[src/ipp_pkg.sv]
package ipp_pkg;

  typedef enum logic [2:0] {
    MODE_IDLE,
    MODE_BL_ENC,
    MODE_LL_ENC,
    MODE_BL_DEC,
    MODE_LL_DEC,
    MODE_PREVIEW
  } ipp_mode_t;

  typedef enum logic [1:0] {
    DS_IDLE,
    DS_DATA,
    DS_WAIT
  } ipp_dst_t;

  localparam int PIX_W = 12;
  localparam int BL_W  = 8;
  localparam int PV_W  = 11;
  localparam int CNT_W = 6;

  localparam int BLK_LEN    = 64;
  localparam int HOLD_LEAD  = 42;
  // Edges from pin sample through the index seen by hold logic to registered hold_r
  localparam int CAP_LAT    = 2;
  localparam int STOP_LAT   = 2;
  localparam int RESUME_MIN = 17;
  localparam int EOS_MAX    = 64;

  localparam logic [CNT_W-1:0] LAST_IDX = CNT_W'(BLK_LEN - 1);
  localparam logic [CNT_W-1:0] HOLD_IDX = CNT_W'(BLK_LEN - 1 - HOLD_LEAD - CAP_LAT);
  localparam logic [4:0]       RSM_LAST = 5'(RESUME_MIN - 1);

  localparam logic [PIX_W-1:0] PIX_RST  = 12'h000;
  localparam logic [1:0]       COMP_IDL = 2'h3;

endpackage : ipp_pkg

[src/ipp_smp_if.sv]
`timescale 1ns/1ps
interface ipp_smp_if;
  logic                       valid;
  logic [ipp_pkg::PIX_W-1:0]  data;
  logic                       first;
  logic                       last;
  logic [ipp_pkg::CNT_W-1:0]  idx;

  modport src (output valid, output data, output first, output last, output idx);
  modport snk (input valid, input data, input first, input last, input idx);
endinterface : ipp_smp_if

[src/ipp_dec_fmt.sv]
`timescale 1ns/1ps
module ipp_dec_fmt (
  input  wire ipp_pkg::ipp_mode_t        mode,
  input  wire logic [3:0]                prec,
  input  wire logic [ipp_pkg::PIX_W-1:0] raw,
  output wire logic [ipp_pkg::PIX_W-1:0] word
);

  // Shift that left-justifies a sample of the given precision
  function automatic logic [3:0] ipp_just(input logic [3:0] p);
    logic [3:0] s;
    s = 4'h0;
    if (p != 4'h0 && p <= 4'hc) begin
      s = 4'hc - p;
    end
    return s;
  endfunction : ipp_just

  wire [3:0]                sh      = ipp_just(prec);
  wire [ipp_pkg::PIX_W-1:0] ll_word = raw << sh;
  wire [ipp_pkg::PIX_W-1:0] bl_word = {raw[ipp_pkg::BL_W-1:0], 4'h0};
  wire [ipp_pkg::PIX_W-1:0] pv_word = {raw[ipp_pkg::PV_W-1:0], 1'b0};

  assign word = (mode == ipp_pkg::MODE_PREVIEW) ? pv_word :
                (mode == ipp_pkg::MODE_LL_DEC)  ? ll_word : bl_word;

endmodule : ipp_dec_fmt

[src/ipp_enc_rx.sv]
`timescale 1ns/1ps
module ipp_enc_rx (
  input  wire logic                      clk,
  input  wire logic                      rst_n,
  input  wire ipp_pkg::ipp_mode_t        mode,
  input  wire logic [ipp_pkg::PIX_W-1:0] pixel_i,
  input  wire logic                      sync_n_i,
  input  wire logic                      eos_n_i,
  ipp_smp_if.src                         smp
);

  logic                      act_r;
  logic                      act_nxt;
  logic [ipp_pkg::CNT_W-1:0] cnt_r;
  logic [ipp_pkg::CNT_W-1:0] cnt_nxt;
  logic                      vld_r;
  logic [ipp_pkg::PIX_W-1:0] dat_r;
  logic                      fst_r;
  logic                      lst_r;
  logic [ipp_pkg::CNT_W-1:0] idx_r;

  wire is_bl  = (mode == ipp_pkg::MODE_BL_ENC);
  wire is_enc = is_bl || (mode == ipp_pkg::MODE_LL_ENC);
  wire start  = is_enc && !sync_n_i;
  wire done   = act_r && (!is_bl || cnt_r == ipp_pkg::LAST_IDX || !eos_n_i);

  // Low nibble ignored in baseline; full width in lossless
  wire [ipp_pkg::PIX_W-1:0] word = is_bl ? {pixel_i[ipp_pkg::PIX_W-1 -: ipp_pkg::BL_W], 4'h0}
                                         : pixel_i;

  // Sync restarts count even on the last sample cycle
  assign act_nxt = start ? 1'b1 : (done || !is_enc) ? 1'b0 : act_r;
  assign cnt_nxt = start ? '0 : act_r ? cnt_r + 6'h01 : cnt_r;

  always_ff @(posedge clk or negedge rst_n) begin
    if (!rst_n) begin
      act_r <= 1'b0;
      cnt_r <= '0;
      vld_r <= 1'b0;
      dat_r <= ipp_pkg::PIX_RST;
      fst_r <= 1'b0;
      lst_r <= 1'b0;
      idx_r <= '0;
    end else begin
      act_r <= act_nxt;
      cnt_r <= cnt_nxt;
      vld_r <= act_r && is_enc;
      dat_r <= word;
      fst_r <= act_r && cnt_r == '0;
      lst_r <= act_r && !eos_n_i;
      idx_r <= cnt_r;
    end
  end

  assign smp.valid = vld_r;
  assign smp.data  = dat_r;
  assign smp.first = fst_r;
  assign smp.last  = lst_r;
  assign smp.idx   = idx_r;

endmodule : ipp_enc_rx

[src/ipp_top.sv]
`timescale 1ns/1ps
module ipp_top (
  input  wire logic                      clk,
  input  wire logic                      nrst,
  input  wire ipp_pkg::ipp_mode_t        mode,
  input  wire logic [ipp_pkg::PIX_W-1:0] pixel_i,
  output wire logic [ipp_pkg::PIX_W-1:0] pixel_o,
  output wire logic                      pixel_oe,
  input  wire logic                      block_sync_n_i,
  output wire logic                      block_sync_n_o,
  output wire logic                      block_sync_n_oe,
  input  wire logic                      scan_end_n_i,
  output wire logic                      scan_end_n_o,
  output wire logic                      scan_end_n_oe,
  input  wire logic                      hold_n_i,
  output wire logic                      hold_n_o,
  output wire logic                      hold_n_oe,
  output wire logic [1:0]                component_index,
  output wire logic                      enc_valid,
  output wire logic [ipp_pkg::PIX_W-1:0] enc_data,
  output wire logic                      enc_first,
  output wire logic                      enc_last,
  input  wire logic                      enc_full3,
  input  wire logic                      dec_valid,
  input  wire logic [ipp_pkg::PIX_W-1:0] dec_data,
  input  wire logic [3:0]                dec_prec,
  input  wire logic [1:0]                dec_comp,
  input  wire logic                      dec_last,
  output logic                           dec_ready
);

  logic rst_s1_r;
  logic rst_n;

  always_ff @(posedge clk or negedge nrst) begin
    if (!nrst) begin
      rst_s1_r <= 1'b0;
      rst_n    <= 1'b0;
    end else begin
      rst_s1_r <= 1'b1;
      rst_n    <= rst_s1_r;
    end
  end

  // Mode decode
  wire is_bl_dec = (mode == ipp_pkg::MODE_BL_DEC);
  wire is_dec    = is_bl_dec || (mode == ipp_pkg::MODE_LL_DEC)
                   || (mode == ipp_pkg::MODE_PREVIEW);
  wire is_bl_enc = (mode == ipp_pkg::MODE_BL_ENC);
  wire is_enc    = is_bl_enc || (mode == ipp_pkg::MODE_LL_ENC);
  wire per_smp   = !is_bl_dec;

  // Encode capture path
  ipp_smp_if enc_if ();

  ipp_enc_rx u_enc_rx (
    .clk      (clk),
    .rst_n    (rst_n),
    .mode     (mode),
    .pixel_i  (pixel_i),
    .sync_n_i (block_sync_n_i),
    .eos_n_i  (scan_end_n_i),
    .smp      (enc_if.src)
  );

  assign enc_valid = enc_if.valid;
  assign enc_data  = enc_if.data;
  assign enc_first = enc_if.first;
  assign enc_last  = enc_if.last;

  // Hold request toward the source during encoding
  logic hold_r;
  logic hold_nxt;
  wire  hold_mark = enc_if.valid && enc_if.idx == ipp_pkg::HOLD_IDX;

  assign hold_nxt = !is_enc ? 1'b0 :
                    !is_bl_enc ? enc_full3 :
                    (hold_mark && enc_full3) ? 1'b1 :
                    !enc_full3 ? 1'b0 : hold_r;

  // Decode hold: baseline checks at block end, others after a short latency
  logic hold_d1_r;
  logic hold_d2_r;
  wire  hold_act = !hold_n_i;
  wire  hold_now = per_smp ? hold_d2_r : hold_act;

  // Decode sequencer
  ipp_pkg::ipp_dst_t          dst_r;
  ipp_pkg::ipp_dst_t          dst_nxt;
  logic [ipp_pkg::CNT_W-1:0]  cnt_r;
  logic [ipp_pkg::CNT_W-1:0]  cnt_nxt;
  logic [4:0]                 rsm_r;
  logic [4:0]                 rsm_nxt;
  logic                       sync_n_r;
  logic                       sync_n_nxt;
  logic                       eos_n_r;
  logic                       eos_n_nxt;
  logic                       ovld_r;
  logic                       ovld_nxt;
  logic [ipp_pkg::PIX_W-1:0]  pix_r;
  logic [ipp_pkg::PIX_W-1:0]  pix_nxt;
  logic [1:0]                 comp_r;
  logic [1:0]                 comp_nxt;
  logic [ipp_pkg::PIX_W-1:0]  fmt_word;

  ipp_dec_fmt u_dec_fmt (
    .mode (mode),
    .prec (dec_prec),
    .raw  (dec_data),
    .word (fmt_word)
  );

  wire blk_last  = cnt_r == (per_smp ? '0 : ipp_pkg::LAST_IDX);
  wire can_start = is_dec && dec_valid && !hold_now && eos_n_r;
  wire take_last = dec_valid && dec_last;

  always_comb begin
    dst_nxt    = dst_r;
    cnt_nxt    = cnt_r;
    rsm_nxt    = rsm_r;
    sync_n_nxt = 1'b1;
    eos_n_nxt  = 1'b1;
    ovld_nxt   = 1'b0;
    pix_nxt    = ipp_pkg::PIX_RST;
    comp_nxt   = comp_r;
    dec_ready  = 1'b0;
    case (dst_r)
      ipp_pkg::DS_IDLE: begin
        if (can_start) begin
          sync_n_nxt = 1'b0;
          comp_nxt   = dec_comp;
          cnt_nxt    = '0;
          dst_nxt    = ipp_pkg::DS_DATA;
        end
      end
      ipp_pkg::DS_DATA: begin
        dec_ready = 1'b1;
        ovld_nxt  = 1'b1;
        pix_nxt   = fmt_word;
        eos_n_nxt = !take_last;
        cnt_nxt   = cnt_r + 6'h01;
        if (take_last) begin
          comp_nxt = ipp_pkg::COMP_IDL;
          dst_nxt  = ipp_pkg::DS_IDLE;
        end else if (blk_last) begin
          rsm_nxt = '0;
          dst_nxt = hold_now ? ipp_pkg::DS_WAIT : ipp_pkg::DS_IDLE;
        end
      end
      ipp_pkg::DS_WAIT: begin
        if (hold_now) begin
          rsm_nxt = '0;
        end else if (per_smp || rsm_r == ipp_pkg::RSM_LAST) begin
          dst_nxt = ipp_pkg::DS_IDLE;
        end else begin
          rsm_nxt = rsm_r + 5'h01;
        end
      end
      default: begin
        dst_nxt = ipp_pkg::DS_IDLE;
      end
    endcase
    if (!is_dec) begin
      dst_nxt    = ipp_pkg::DS_IDLE;
      sync_n_nxt = 1'b1;
      eos_n_nxt  = 1'b1;
      ovld_nxt   = 1'b0;
      dec_ready  = 1'b0;
      comp_nxt   = ipp_pkg::COMP_IDL;
    end
  end

  always_ff @(posedge clk or negedge rst_n) begin
    if (!rst_n) begin
      dst_r     <= ipp_pkg::DS_IDLE;
      cnt_r     <= '0;
      rsm_r     <= '0;
      sync_n_r  <= 1'b1;
      eos_n_r   <= 1'b1;
      ovld_r    <= 1'b0;
      pix_r     <= ipp_pkg::PIX_RST;
      comp_r    <= ipp_pkg::COMP_IDL;
      hold_r    <= 1'b0;
      hold_d1_r <= 1'b0;
      hold_d2_r <= 1'b0;
    end else begin
      dst_r     <= dst_nxt;
      cnt_r     <= cnt_nxt;
      rsm_r     <= rsm_nxt;
      sync_n_r  <= sync_n_nxt;
      eos_n_r   <= eos_n_nxt;
      ovld_r    <= ovld_nxt;
      pix_r     <= pix_nxt;
      comp_r    <= comp_nxt;
      hold_r    <= hold_nxt;
      hold_d1_r <= hold_act;
      hold_d2_r <= hold_d1_r;
    end
  end

  assign pixel_o         = pix_r;
  assign pixel_oe        = is_dec;
  assign block_sync_n_o  = sync_n_r;
  assign block_sync_n_oe = is_dec;
  assign scan_end_n_o    = eos_n_r;
  assign scan_end_n_oe   = is_dec;
  assign hold_n_o        = !hold_r;
  assign hold_n_oe       = is_enc;
  assign component_index = comp_r;
endmodule : ipp_top
[config.mk]
export PLATFORM = sky130hd
export DESIGN_NAME = ipp_top
export DESIGN_NICKNAME = d
export VERILOG_FILES = /design/src/ipp_pkg.sv /design/src/ipp_smp_if.sv /design/src/ipp_dec_fmt.sv /design/src/ipp_enc_rx.sv /design/src/ipp_top.sv
export SDC_FILE = /design/constraint.sdc
export NUM_CORES = 1
export LEC_CHECK = 0
export ABC_CLOCK_PERIOD_IN_PS = 3310
export BUFFER_PORTS_ARGS = -buffer_cell sky130_fd_sc_hd__clkbuf_2
export CAP_MARGIN = 20
export CORE_UTILIZATION = 58
export DETAILED_ROUTE_END_ITERATION = 16
export GPL_TIMING_DRIVEN = 0
export PLACE_DENSITY = 0.87
export SLEW_MARGIN = 10
export SYNTH_ARGS = -nofsm -noshare
export SYNTH_HDL_FRONTEND = slang
export SYNTH_SLANG_ARGS = --single-unit
[constraint.sdc]
create_clock -name clk -period 3.31 [get_ports clk]
set_input_delay 0.993 -clock clk [delete_from_list [all_inputs] [get_ports clk]]
set_output_delay 0.993 -clock clk [all_outputs]
set_load 0.005 [all_outputs]
# After elaboration in Yosys (flattened, before gate mapping)
# Cells that the tools add are included.
[classes] n_addsub=4 magnitude_cmp=1 n_eq_ne=22 n_shift=1 n_mux=41 reduce_logical=39
[op_table] op="$mux 12" count=3
[op_table] op="$mux 6" count=4
[op_table] op="$mux 2" count=10
[op_table] op="$mux 5" count=4
[op_table] op="$ne 3x3->1 const B" count=5
[op_table] op="$mux 1" count=14
[op_table] op="$add 6x1->6 const B" count=2
[op_table] op="$logic_and 1x1->1" count=12
[op_table] op="$pmux 6 s2" count=1
[op_table] op="$shl 12x4->12" count=1
[op_table] op="$pmux 5 s2" count=1
[op_table] op="$logic_not 1->1" count=9
[op_table] op="$mux 4" count=2
[op_table] op="$ne 4x4->1 const B" count=2
[op_table] op="$reduce_and 4->1" count=2
[op_table] op="$reduce_bool 2->1" count=4
[op_table] op="$logic_or 1x1->1" count=7
[op_table] op="$eq 3x2->1 const B" count=2
[op_table] op="$eq 3x3->1 const B" count=2
[op_table] op="$eq 6x5->1 const B" count=1
[op_table] op="$eq 6x6->1" count=1
[op_table] op="$eq 6x6->1 const B" count=1
[op_table] op="$logic_not 6->1" count=1
[op_table] op="$ne 2x2->1 const B" count=3
[op_table] op="other kinds (14)" count=14
[totals] regBits=62 in_bits=41 output_inout_bits=37 wordCells=127

# Depth between registers and ports, before layout
[logic_depth] depth_word=9 ltp_mapped=11 mapped_depth_nobuf=8

# By module
# A second synthesis with hierarchy kept.
[unflattened] cells_unflattened=383 hier_area_um2=3529.6
[modules_own_cells] mod="ipp_top" instances=1 cells_each=154 area_each_um2=1562.7 seq_area_each_um2=855.8
[modules_own_cells] mod="ipp_dec_fmt" instances=1 cells_each=165 area_each_um2=1013.5 seq_area_each_um2=0.0
[modules_own_cells] mod="ipp_enc_rx" instances=1 cells_each=64 area_each_um2=953.4 seq_area_each_um2=700.7

# Worst setup path after synthesis
# No wires, ideal clock.
[synth_timing] kind="input to register" from="input port dec_prec[0]" to="register pix_r (netlist bit pixel_o[11])" setup_ps=130 arrival_ps=3067 required_ps=3180 path_slack_ps=113 stages=11 n_path_buf=3 cell_sequence="clkbuf_1 -> inv_1 -> ha_1 -> or3b_1 -> buf_2 -> and2_4 -> buf_6 -> o221a_1 -> mux2_2 -> a2111oi_2 -> a21oi_1"
[synth_via] elab_chain_cells=7 elab_cells_between_ends=9 classes_between="add/sub: 1; order compare: 1; shift: 1; mux: 4; reduce/logical: 2"
[synth_rtl] item="start: declaration" line="ipp_top.sv:26" source="input wire logic [3:0] dec_prec,"
[synth_rtl] item="$le 4x4->1 or $reduce_bool 4->1 (tied branches)" line="ipp_dec_fmt.sv:13" source="if (p != 4'h0 && p <= 4'hc) begin"
[synth_rtl] item="$logic_and 1x1->1" line="ipp_dec_fmt.sv:13"
[synth_rtl] item="$mux 4 (*)" line="ipp_dec_fmt.sv:13"
[synth_rtl] item="$shl 12x4->12 (*)" line="ipp_dec_fmt.sv:20" source="wire [ipp_pkg::PIX_W-1:0] ll_word = raw << sh;"
[synth_rtl] item="$mux 12 (*)" line="ipp_dec_fmt.sv:25" source="(mode == ipp_pkg::MODE_LL_DEC) ? ll_word : bl_word;"
[synth_rtl] item="$mux 12 (*)" line="ipp_dec_fmt.sv:24" source="assign word = (mode == ipp_pkg::MODE_PREVIEW) ? pv_word :"
[synth_rtl] item="$mux 12 (*)" line="ipp_top.sv:127" source="case (dst_r)"
[synth_rtl] item="net pix_nxt (one bit)" line="ipp_top.sv:101" source="logic [ipp_pkg::PIX_W-1:0] pix_nxt;"
[synth_rtl] item="end signal: assignment" line="ipp_top.sv:181" source="pix_r <= ipp_pkg::PIX_RST;"
[synth_rtl] item="end signal: assignment" line="ipp_top.sv:193" source="pix_r <= pix_nxt;"
[synth_rtl] item="end: declaration" line="ipp_top.sv:100" source="logic [ipp_pkg::PIX_W-1:0] pix_r;"
# The timed path passes the listed nets; every way through them passes the cells marked *.
# A chain may end at the register's enable or synchronous reset.

# Final worst setup path
# Same ends and word-level chain as after synthesis.

==> flow_metrics.env <==
export IMPL_synth_ff_type="dfrtp_1"
export IMPL_dpl_hpwl_um=6202
export IMPL_globalRoute_busiestLayer="met2"
export IMPL_required_ps=3520
export IMPL_multiInputGateArea_um2=1737
export IMPL_synth_nets=405
export IMPL_rrSetupSlack_ps=1100
export IMPL_syn_area_um2=3425
export IMPL_insertion_delay_ps=340
export IMPL_drc=0
export IMPL_ios=78
export IMPL_clockBufferDepth=2
export IMPL_fin_crit_ps=3184
export IMPL_synth_largest_area_cell="dfrtp_1"
export IMPL_die_y_um=78.84
export IMPL_synth_top_family_by_area="simple AND/OR/NAND/NOR gates"
export IMPL_yosysTopAreaCellShare_pct=42.38
export IMPL_ant_nets=0
export IMPL_placed_cell_area_um2=3911
export IMPL_postLayoutCellArea_um2=4197
export IMPL_ys_types=68
export IMPL_fmax_mhz=314.1
export IMPL_endpoint_kind="flop"
export IMPL_grt_pass1_wl_um=14180
export IMPL_leakage_nw=1.887
export IMPL_grt_overflow=0
export IMPL_hold_viol=0
export IMPL_worstPathArrival_ps=3400
export IMPL_io_buffers=75
export IMPL_layout_nets=493
export IMPL_status="finished, final reports clean"
export IMPL_dieArea_um2=6216
export IMPL_synthSimpleGateAreaFrac_pct=23.27
export IMPL_grtUsageMet3_pct=7.701
export IMPL_ys_warn_count=0
export IMPL_via_per_inst=6.000
export IMPL_synth_edf_count=0
export IMPL_drt_iter0_markers=162
export IMPL_rows=27
export IMPL_dr_pass1_iters=5
export IMPL_max_cap_violations=0
export IMPL_regArea_um2=1558
export IMPL_tightestPinTransition_ps=911.1
export IMPL_grt_pass1_vias=2998
export IMPL_slew_headroom_pct=38.30
export IMPL_yosys_area_share_adder_pct=2.192
export IMPL_slew_viol_final=0
export IMPL_synth_xor_xnor_area_share_pct=2.046
export IMPL_hp_class="reg -> async"
export IMPL_fin_skew_ps=6.182
export IMPL_wl_per_cell_um=16.05
export IMPL_syn_to_final_growth_pct=22.54
export IMPL_setup_violations=0
export IMPL_antenna_found_initial=0
export IMPL_clock_sinks=62
export IMPL_synth_seq_area_share_pct=45.45
export IMPL_synth_top_cells_by_area="dfrtp_1 (42%), nor3b_1 (5.5%), nor2_1 (3.2%), dfstp_2 (3.1%), mux2i_1 (2.9%)"
export IMPL_muxShareOfSynthArea_pct=3.252
export IMPL_place_gp_congestion=0.9326
export IMPL_synth_seq_cells=62
export IMPL_clk_transition_reported_paths_ps=70
export IMPL_cts_root_buffer="clkbuf_8"
export IMPL_synth_compound_area_share_pct=19.04
export IMPL_layout_worst_path_cycle_share_pct=96.19
export IMPL_initial_core_util_pct=61.07
export IMPL_diodes=0
export IMPL_power_mw=2.103
export IMPL_async_flop_share_pct=100.0
export IMPL_reg2reg_depth=6
export IMPL_final_fill_count=403
export IMPL_p_per_area_nw_per_um2=501.1
export IMPL_syn_inst=358
export IMPL_fp_coreArea_um2=5608
export IMPL_fin_hold_ws_ps=251.9
export IMPL_drive_gt1_share_pct=25.72
export IMPL_crit_path_max_fanout=10
export IMPL_rsz0062_at_grt="no"
export IMPL_vias=3138
export IMPL_numCtsBuffers=9
export IMPL_use_met1_pct=38.24
export IMPL_drt_total_wl_um=8393
export IMPL_crit_type="in -> reg"
export IMPL_die_w_um=78.84
export IMPL_ir_drop_mv=0.4244
export IMPL_grt_max_degree=37
export IMPL_cts_max_level=3
export IMPL_fin_setup_tns_ps=0
export IMPL_cts_tree="built"
export IMPL_grt_use_total_pct=29.58
export IMPL_grtUsageMet2_pct=47.74
export IMPL_syn_area_per_cell_um2=9.566
export IMPL_cp_start_kind="primary input"
synth_stat cells, types with 2 or more instances:
library cell	number
a211oi_1	7
a21oi_1	10
a22oi_1	3
a31oi_1	4
and2_1	2
and3_1	6
buf_1	5
buf_4	3
clkbuf_1	13
dfrtp_1	58
dfstp_2	4
ha_1	6
inv_1	13
mux2i_1	10
nand2_1	21
nand2b_1	5
nand3_1	14
nand3b_1	6
nand4_1	3
nand4b_1	2
nor2_1	29
nor2b_1	9
nor3_1	3
nor3b_1	25
nor4_1	2
o2111ai_1	2
o211ai_1	5
o21ai_0	17
o21ai_1	11
o221a_2	2
o221ai_1	7
o22ai_1	2
o31ai_1	4
o32a_1	2
or2_1	2
or3_1	3
xnor2_1	5
xor2_1	3
area by class of cell:
| class | instances | area share [%] |
|---|---|---|
| Sequential cell | 62 | 37.12 |
| Inverter | 14 | 1.252 |
| Buffer | 23 | 2.624 |
| Tap cell | 72 | 2.147 |
| Clock inverter | 6 | 2.594 |
| Clock buffer | 10 | 3.280 |
| Timing Repair Buffer | 77 | 9.600 |
| Multi-Input combinational cell | 259 | 41.38 |
registers in the layout (all words and copies together), names as in the netlist, 2 cells and up:
signal             count
pixel_o               12
u_enc_rx.smp.data     12
cnt_r                  6
u_enc_rx.cnt_r         6
u_enc_rx.smp.idx       6
rsm_r                  5
component_index        2
dst_r                  2
final timing paths:
kind | to | startpoint
max reg2reg | rsm_r[3] | cnt_r[3]
max in group asynchronous | component_index[0] | rst_n
min | u_enc_rx.cnt_r[1] | rst_n
min in group clk | hold_d2_r | hold_d1_r
max | pixel_o[11] | dec_prec[0]
min reg2reg | u_enc_rx.cnt_r[1] | rst_n
power breakdown:
part	internal (mW)	switching, mW	total (mW)
registers	0.828	0.0620	0.890
clock network	0.519	0.288	0.807
logic	0.175	0.231	0.406
total	1.52	0.581	2.10
metal layers:
layer	up-vias	share of wire, %	routed length [µm]
met2	154	47	3973
met5	-	0	0
met3	18	8.8	739
met1	1473	42	3510
li1	1493	-	-
met4	0	2.0	170
worst max-delay path, cell delays in order:
cell       delay [ps]
clkbuf_2          120
clkbuf_4          190
inv_1              70
ha_1              170
or3b_1            360
buf_2             170
and2_4            170
buf_6             130
o221a_1           230
mux2_2            300
a2111oi_4         370
a21oi_1           120
repair_timing:
action | 4_1_cts | 5_1_grt
setup buffers | 0 | 1
setup endpoints to repair | 1 | 6
gates resized for setup | 2 | 6
hold buffers | 0 | 0
layout by cell type, fill, tap and decap left out, types with 4 or more instances in the layout:
master,n
clkbuf_2,75
dfrtp_1,57
nor2_1,29
nor3b_1,25
nand2_1,21
o21ai_0,17
inv_1,13
clkbuf_1,12
nand3_1,12
o21ai_1,11
mux2i_1,10
a21oi_1,10
clkbuf_8,10
nor2b_1,9
o221ai_1,7
a211oi_1,7
nand3b_1,6
and3_1,6
ha_1,6
nand2b_1,5
buf_1,5
o211ai_1,5
xnor2_1,5
buf_4,4
a31oi_1,4
dfstp_2,4
stage by stage:
step	utilization, %	std cells	setup WS, ps
6_report	74.83	523	126.1
5_1_grt	74.83	523	5.729
4_1_cts	74.32	522	69.70
3_5_place_dp	69.75	506	-368.5
3_3_place_gp	69.37	505	-328.8
2_1_floorplan	-	358	112.8
kinds of logic after synthesis:
family                     count (synthesis)
buffers and inverters                     37
AOI/OAI and AO/OA                         93
DFF                                       62
muxes                                     11
adders and majority gates                  6
other                                      1
xor gates and xnor gates                   8
and+or+nand+nor                          140
No activity file was read; power rests on OpenSTA's default activity.
